### config.mk
export PLATFORM = sky130hd
export DESIGN_NAME = lbc_ctrl
export DESIGN_NICKNAME = d
export VERILOG_FILES = /design/src/verilog/lbc_sync.v /design/src/verilog/lbc_ctrl.v
export VERILOG_INCLUDE_DIRS = /design/src /design/src/include
export SDC_FILE = /design/constraint.sdc
export NUM_CORES = 1
export LEC_CHECK = 0
export ABC_AREA = 1
export BUFFER_PORTS_ARGS = -buffer_cell sky130_fd_sc_hd__buf_2
export CELL_PAD_IN_SITES_DETAIL_PLACEMENT = 1
export CELL_PAD_IN_SITES_GLOBAL_PLACEMENT = 1
export CORE_MARGIN = 8
export CORE_UTILIZATION = 45
export DETAILED_ROUTE_END_ITERATION = 7
export PLACE_DENSITY_LB_ADDON = 0.1
export RECOVER_POWER = 100
export SLEW_MARGIN = 30
export SYNTH_ARGS = -nofsm -noshare
export SYNTH_HDL_FRONTEND = slang
export SYNTH_SLANG_ARGS = --single-unit
### constraint.sdc
create_clock -name clk -period 2.3 [get_ports clk]
set_input_delay 0.115 -clock clk [delete_from_list [all_inputs] [get_ports clk]]
set_output_delay 0.115 -clock clk [all_outputs]
set_load 0.02 [all_outputs]
### src/include/lbc_regs.vh
`ifndef LBC_REGS_VH
`define LBC_REGS_VH
// Counter and code layout
`define LBC_DAC_W 5
`define LBC_DAC_MID 5'h10
`define LBC_DAC_FULL 5'h1f
`define LBC_DAC_ZERO 5'h00
// Target address
`define LBC_ADDR 7'h2c
// Configuration byte fields
`define LBC_SEL_BIT 7
`define LBC_RUN_BIT 6
`define LBC_PANEL_BIT 5
// Status byte fields
`define LBC_STAT_PG_BIT 7
// Power-up configuration values {run, panel}
`define LBC_OPER_RST 2'h3
`define LBC_SUSP_RST 2'h0
`endif

### src/verilog/lbc_sync.v
`timescale 1ns/1ps
// Two-stage synchroniser for a bundle of pin inputs
module lbc_sync #(
    parameter W = 1
) (
    // Clock and reset
    input wire clk,
    input wire sys_rst,
    // Data
    input wire [W-1:0] async_in,
    output reg [W-1:0] sync_out
);
    reg [W-1:0] meta_q;

    // Capture then settle
    always @(posedge clk or posedge sys_rst)
    begin
        if (sys_rst)
        begin
            meta_q <= {W{1'b0}};
            sync_out <= {W{1'b0}};
        end
        else
        begin
            meta_q <= async_in;
            sync_out <= meta_q;
        end
    end
endmodule // lbc_sync

### src/verilog/lbc_ctrl.v
`timescale 1ns/1ps
`include "lbc_regs.vh"

// Operation
// - Counter loads 10000 at reset.
// - Raise edge decrements counter, positive polarity.
// - Lower edge increments counter, positive polarity.
// - Both pins high forces half-scale.
// - Counter saturates at both ends.
// - Negative polarity swaps counting direction.
// - Shutdown zeroes output, floats panel, freezes.
// - Undervoltage lockout reloads midscale.
// - Midscale is 15 up, 16 down.
// - Power-good low floats panel switch.
// - Respond only to address 0101100.
// - Bit 7 selects config; bits split.
// - Bit 6 run, bit 5 panel.
// - Suspend pin picks active config.
// - Every written byte updates DAC code.
// - DAC code kept through shutdown, suspend.
// - Read-byte returns status byte.
// - Serial interface works while shut down.
// - Panel output gated by panel bit.
// - Panel pulls low only when power-good, panel bit and run all true.
// - Status: power-good while running, reserved, DAC code.
// - Operating config resets to run, panel enabled.
module lbc_ctrl #(
    parameter SERIAL_MODE = 1
) (
    // Clock and reset
    input wire clk,
    input wire sys_rst,
    // Supply and analog status
    input wire undervoltage_lockout,
    input wire power_good_input,
    input wire polarity_select,
    // Pin-controlled variant
    input wire raise_magnitude_pin,
    input wire lower_magnitude_pin,
    input wire shutdown_n_pin,
    // Serial variant
    input wire suspend_n_pin,
    input wire scl_in,
    input wire sda_in,
    output reg sda_oe_n,
    // Outputs
    output reg [4:0] dac_out,
    output reg panel_switch_oe_n,
    output reg running
);
    // Pin synchroniser outputs
    wire [7:0] pins_s;
    lbc_sync #(.W(8)) u_sync (
        .clk(clk),
        .sys_rst(sys_rst),
        .async_in({undervoltage_lockout, power_good_input, polarity_select, raise_magnitude_pin,
                   lower_magnitude_pin, shutdown_n_pin, suspend_n_pin, scl_in}),
        .sync_out(pins_s)
    );
    wire lockout_s = pins_s[7];
    wire pg_s = pins_s[6];
    wire polarity_s = pins_s[5];
    wire up_s = pins_s[4];
    wire lwr_s = pins_s[3];
    wire shut_n_s = pins_s[2];
    wire susp_n_s = pins_s[1];
    wire scl_s = pins_s[0];

    // SDA is synchronised separately
    wire sda_s;
    lbc_sync #(.W(1)) u_sync_sda (
        .clk(clk),
        .sys_rst(sys_rst),
        .async_in(sda_in),
        .sync_out(sda_s)
    );

    // Saturating step helper
    function [4:0] step;
        input [4:0] v;
        input inc;
        begin
            if (inc)
                step = (v == `LBC_DAC_FULL) ? v : v + 5'h01;
            else
                step = (v == `LBC_DAC_ZERO) ? v : v - 5'h01;
        end
    endfunction

    // Registers
    reg [4:0] dac_q;
    reg [1:0] oper_cfg_q;
    reg [1:0] susp_cfg_q;
    reg up_q;
    reg lwr_q;
    reg scl_q;
    reg sda_q;

    // Active configuration
    wire [1:0] act_cfg = susp_n_s ? oper_cfg_q : susp_cfg_q;
    wire run_now = SERIAL_MODE ? act_cfg[1] : shut_n_s;
    wire panel_en = SERIAL_MODE ? act_cfg[0] : 1'b1;

    // Pin edge detection on synchronised levels
    wire up_rise = up_s & ~up_q;
    wire lwr_rise = lwr_s & ~lwr_q;

    // Serial target state
    localparam S_IDLE = 3'h0;
    localparam S_ADDR = 3'h1;
    localparam S_AACK = 3'h2;
    localparam S_WDAT = 3'h3;
    localparam S_DACK = 3'h4;
    localparam S_RDAT = 3'h5;
    localparam S_RACK = 3'h6;
    localparam S_SKIP = 3'h7;
    reg [2:0] st_q;
    reg [3:0] bit_q;
    reg [7:0] sh_q;
    reg rd_q;
    reg wr_done;

    wire scl_rise = scl_s & ~scl_q;
    wire scl_fall = ~scl_s & scl_q;
    wire start_c = scl_s & scl_q & sda_q & ~sda_s;
    wire stop_c = scl_s & scl_q & ~sda_q & sda_s;
    wire [7:0] status_b = {pg_s & run_now, 2'b00, dac_q};

    // Bus state machine, runs regardless of shutdown
    always @(posedge clk or posedge sys_rst)
    begin
        if (sys_rst)
        begin
            st_q <= S_IDLE;
            bit_q <= 4'h0;
            sh_q <= 8'h00;
            rd_q <= 1'b0;
            sda_oe_n <= 1'b1;
            wr_done <= 1'b0;
            scl_q <= 1'b0;
            sda_q <= 1'b1;
        end
        else
        begin
            scl_q <= scl_s;
            sda_q <= sda_s;
            wr_done <= 1'b0;
            if (SERIAL_MODE == 0)
            begin
                st_q <= S_IDLE;
                sda_oe_n <= 1'b1;
            end
            else if (start_c)
            begin
                st_q <= S_ADDR;
                bit_q <= 4'h0;
                sda_oe_n <= 1'b1;
            end
            else if (stop_c)
            begin
                st_q <= S_IDLE;
                sda_oe_n <= 1'b1;
            end
            else
            begin
                case (st_q)
                    S_IDLE:
                    begin
                        sda_oe_n <= 1'b1;
                    end
                    S_ADDR, S_WDAT:
                    begin
                        if (scl_rise)
                        begin
                            sh_q <= {sh_q[6:0], sda_s};
                            bit_q <= bit_q + 4'h1;
                        end
                        else if (scl_fall && bit_q == 4'h8)
                        begin
                            bit_q <= 4'h0;
                            if (st_q == S_WDAT)
                            begin
                                sda_oe_n <= 1'b0;
                                wr_done <= 1'b1;
                                st_q <= S_DACK;
                            end
                            else if (sh_q[7:1] == `LBC_ADDR)
                            begin
                                rd_q <= sh_q[0];
                                sda_oe_n <= 1'b0;
                                st_q <= S_AACK;
                            end
                            else
                                st_q <= S_SKIP;
                        end
                    end
                    S_AACK:
                    begin
                        if (scl_fall)
                        begin
                            if (rd_q)
                            begin
                                sh_q <= {status_b[6:0], 1'b0};
                                sda_oe_n <= status_b[7];
                                bit_q <= 4'h1;
                                st_q <= S_RDAT;
                            end
                            else
                            begin
                                sda_oe_n <= 1'b1;
                                st_q <= S_WDAT;
                            end
                        end
                    end
                    S_DACK:
                    begin
                        if (scl_fall)
                        begin
                            sda_oe_n <= 1'b1;
                            st_q <= S_WDAT;
                        end
                    end
                    S_RDAT:
                    begin
                        if (scl_fall)
                        begin
                            if (bit_q == 4'h8)
                            begin
                                sda_oe_n <= 1'b1;
                                st_q <= S_RACK;
                            end
                            else
                            begin
                                sda_oe_n <= sh_q[7];
                                sh_q <= {sh_q[6:0], 1'b0};
                                bit_q <= bit_q + 4'h1;
                            end
                        end
                    end
                    S_RACK:
                    begin
                        if (scl_fall)
                            st_q <= S_SKIP;
                    end
                    S_SKIP:
                    begin
                        sda_oe_n <= 1'b1;
                    end
                    default:
                    begin
                        st_q <= S_IDLE;
                        sda_oe_n <= 1'b1;
                    end
                endcase
            end
        end
    end

    // Configuration registers and DAC counter
    always @(posedge clk or posedge sys_rst)
    begin
        if (sys_rst)
        begin
            dac_q <= `LBC_DAC_MID;
            oper_cfg_q <= `LBC_OPER_RST;
            susp_cfg_q <= `LBC_SUSP_RST;
            up_q <= 1'b0;
            lwr_q <= 1'b0;
        end
        else
        begin
            up_q <= up_s;
            lwr_q <= lwr_s;
            if (lockout_s)
            begin
                dac_q <= `LBC_DAC_MID;
                oper_cfg_q <= `LBC_OPER_RST;
                susp_cfg_q <= `LBC_SUSP_RST;
            end
            else if (SERIAL_MODE != 0)
            begin
                if (wr_done)
                begin
                    dac_q <= sh_q[4:0];
                    if (sh_q[`LBC_SEL_BIT])
                        oper_cfg_q <= {sh_q[`LBC_RUN_BIT], sh_q[`LBC_PANEL_BIT]};
                    else
                        susp_cfg_q <= {sh_q[`LBC_RUN_BIT], sh_q[`LBC_PANEL_BIT]};
                end
            end
            else if (shut_n_s)
            begin
                if (up_s && lwr_s)
                    dac_q <= `LBC_DAC_MID;
                else if (up_rise)
                    dac_q <= step(dac_q, ~polarity_s);
                else if (lwr_rise)
                    dac_q <= step(dac_q, polarity_s);
            end
        end
    end

    // Registered outputs
    always @(posedge clk or posedge sys_rst)
    begin
        if (sys_rst)
        begin
            dac_out <= `LBC_DAC_ZERO;
            panel_switch_oe_n <= 1'b1;
            running <= 1'b0;
        end
        else
        begin
            running <= run_now;
            dac_out <= run_now ? dac_q : `LBC_DAC_ZERO;
            panel_switch_oe_n <= ~(pg_s & panel_en & run_now);
        end
    end
endmodule // lbc_ctrl

==> impl_metrics.tcl <==
set metrics [dict create \
    syn_area_per_cell_um2 7.67 \
    antenna_found_initial 0 \
    post_cts_buffers 0 \
    ys_top_cells_by_count "nand2_1 (96), dfrtp_1 (40), inv_1 (37)" \
    synth_flop_cell "dfrtp_1" \
    ant_nets 0 \
    path_clk_slew_ns 0.09 \
    fin_setup_tns_ns 0 \
    cts_tree "yes" \
    ys_async_sr_fraction 1.00 \
    cts_made_buffers 5 \
    ctsResizeCount 0 \
    ios 19 \
    n_antenna_cell 0 \
    crit_fanout 14 \
    floorplan.initialDensity 0.465 \
    power_uw 3130 \
    rows 26 \
    wl_um 6280 \
    overflow 0 \
    port-buffer-count 14 \
    drc 0 \
    drive_above_1_share 0.113 \
    grtUsageTotal 0.181 \
    num-fill-cells 664 \
    synth_largest_area_cell "dfrtp_1" \
    ys_warn_count 0 \
    worst_pin_slew_ns 0.787 \
    core_um2 5110 \
    clk_latency_ns 0.31 \
    ys_ff_latch 46 \
    synth_cells 310 \
    h-tree-depth 2 \
    rsz0062_at_grt "no" \
    placedCellCount 393 \
    dr.pass1.iters 4 \
    area_growth_pct 13.2 \
    first_global_vias 2239 \
    arrival_ns 2.16 \
    syn_nets 323 \
    start_kind "flip-flop" \
    path_class "reg2reg" \
    netlist-cell-type-count 29 \
    die_x_um 88.7 \
    grt_pass1_wl_um 10900 \
    synth_top_area_share 0.421 \
    crit_required_ns 2.51 \
    min-delay-start "u_sync.meta_q[0]$_DFF_PP0_" \
    cts_max_path_buffers 2 \
    hold_path.class "reg2reg" \
    worstReg2RegStart "st_q[2]$_DFFE_PP0P_" \
    design.die.area_um2 7870 \
    globalplace.congestion 0.810 \
    hpwl_um 4390 \
    rrSetupSlack_ns 0.35 \
    max_slew_margin 0.475 \
    clock-sinks 46 \
    powerDensity_nw_per_um2 1160 \
    cts-hold-fix-buffers 5 \
    vias 2058 \
    synth_edf_count 0 \
    wl_per_cell_um 15.4 \
    fmax_ghz 0.513 \
    layout.nets 349 \
    status "completed" \
    die_y_um 88.7 \
    leakagePower_uw 0.00138 \
    endpoint_kind "flip-flop" \
    drtIter0Drc 101 \
    synth_seq_area_share 0.487 \
    hold_viol 0 \
    timing.final.crit_period_ns 1.95 \
    viasPerCell 5.06 \
    root_buffer "clkbuf_8" \
    synthMostInstantiatedCell "nand2_1" \
    slew_violations 0 \
    drv_cap 0 \
    worst_ir_drop_vdd_mv 0.670 \
    grt_max_degree 47 \
    synthTopCellsByArea "dfrtp_1 (42%), nand2_1 (15%), nand3_1 (6.9%)" \
    finalClockSkew_ns 0.00511 \
    critPathLaunch "st_q[2]$_DFFE_PP0P_" \
    fin_cells 407 \
    post-route-period-util 0.848 \
    syn_area_um2 2380 \
    setup_viol 0 \
]
[state kept, by name, summed over array words and instances, names as in the netlist, 3 cells and up]
register         flops
dac_q                5
sh_q                 8
bit_q                4
u_sync.sync_out      4
dac_out              5
st_q                 3
u_sync.meta_q        4
[power by group]
group,internal [uW],switching (uW),total (uW)
clock,331,312,643
combinational,436,928,1360
sequential,945,182,1130
[path summary, 6_finish.rpt]
path	cells after the start	endpoint
max	8	sh_q[5]$_DFFE_PP0P_
min	0	u_sync.sync_out[0]$_DFF_PP0_
max reg2reg	8	sh_q[5]$_DFFE_PP0P_
min reg2reg	0	u_sync.sync_out[0]$_DFF_PP0_
max in group asynchronous	4	panel_switch_oe_n$_DFF_PP1_
min in group asynchronous	3	dac_q[2]$_DFFE_PP0P_
[cells in the final DEF (no fill, tap or decap), drive strengths merged]
| master | synthesis | layout |
|---|---|---|
| clkbuf | 1 | 15 |
| nor3 | 4 | 4 |
| dlygate4sd3 | 0 | 6 |
| dfstp | 6 | 6 |
| nor2 | 38 | 38 |
| bufinv | 0 | 1 |
| o22ai | 1 | 1 |
| inv | 41 | 41 |
| nand4 | 3 | 3 |
| nand3 | 36 | 36 |
| xnor2 | 1 | 1 |
| clkinv | 0 | 1 |
| dfrtp | 40 | 40 |
| buf | 4 | 8 |
| ha | 2 | 2 |
| xor2 | 1 | 1 |
| nand2 | 103 | 103 |
| a21oi | 5 | 5 |
| o21ai | 22 | 22 |
| nand3b | 2 | 2 |
| clkinvlp | 0 | 1 |
[worst max-delay path, stage by stage (launching register included)]
cell and delay [ns]:
dfrtp_1 0.55, inv_1 0.26, nand2_1 0.08, nand2_1 0.11, inv_1 0.08, nor3_4 0.46
nand2_4 0.15, nand2_1 0.10, nand2_1 0.05
[per-stage QoR]
| stage | cell area [um^2] | hold slack (ns) | setup slack, ns | util |
|---|---|---|---|---|
| floorplan | 2380 | 0.146 | 0.839 | - |
| global placement | 2530 | 0.223 | 0.501 | 0.495 |
| detailed placement | 2530 | 0.225 | 0.459 | 0.495 |
| CTS | 2700 | 0.0509 | 0.395 | 0.528 |
| global route | 2690 | 0.364 | 0.212 | 0.527 |
| finish | 2690 | 0.357 | 0.349 | 0.527 |
[metal layers]
layer	GRT usage	vias up	share of wire
met3	0.0325	5	0.025
met2	0.315	20	0.50
met1	0.223	1013	0.46
li1	-	1020	-
met5	0	-	0
met4	0.0415	0	0.0092
[logic make-up (layout without fill, tap and decap cells)]
family                   Yosys count  count (layout)  synth area share
AO/OA/AOI/OAI                     28              28            0.0642
flip-flops                        46              46             0.487
XOR/XNOR                           2               2           0.00737
adder cells (fa/ha/maj)            2               2            0.0105
AND/OR/NAND/NOR                  186             186             0.350
buffers and inverters             46              73            0.0805
[area by class of cell]
type	count	area, um^2	share of cell area
multi-input combinational	218	1020	0.379
timing repair buffer	24	150	0.0558
tap	70	87.6	0.0325
inverter	41	158	0.0586
clock inverter	3	48.8	0.0181
sequential	46	1160	0.430
clock buffer	5	68.8	0.0256
Power figures use the tool's default switching activity.
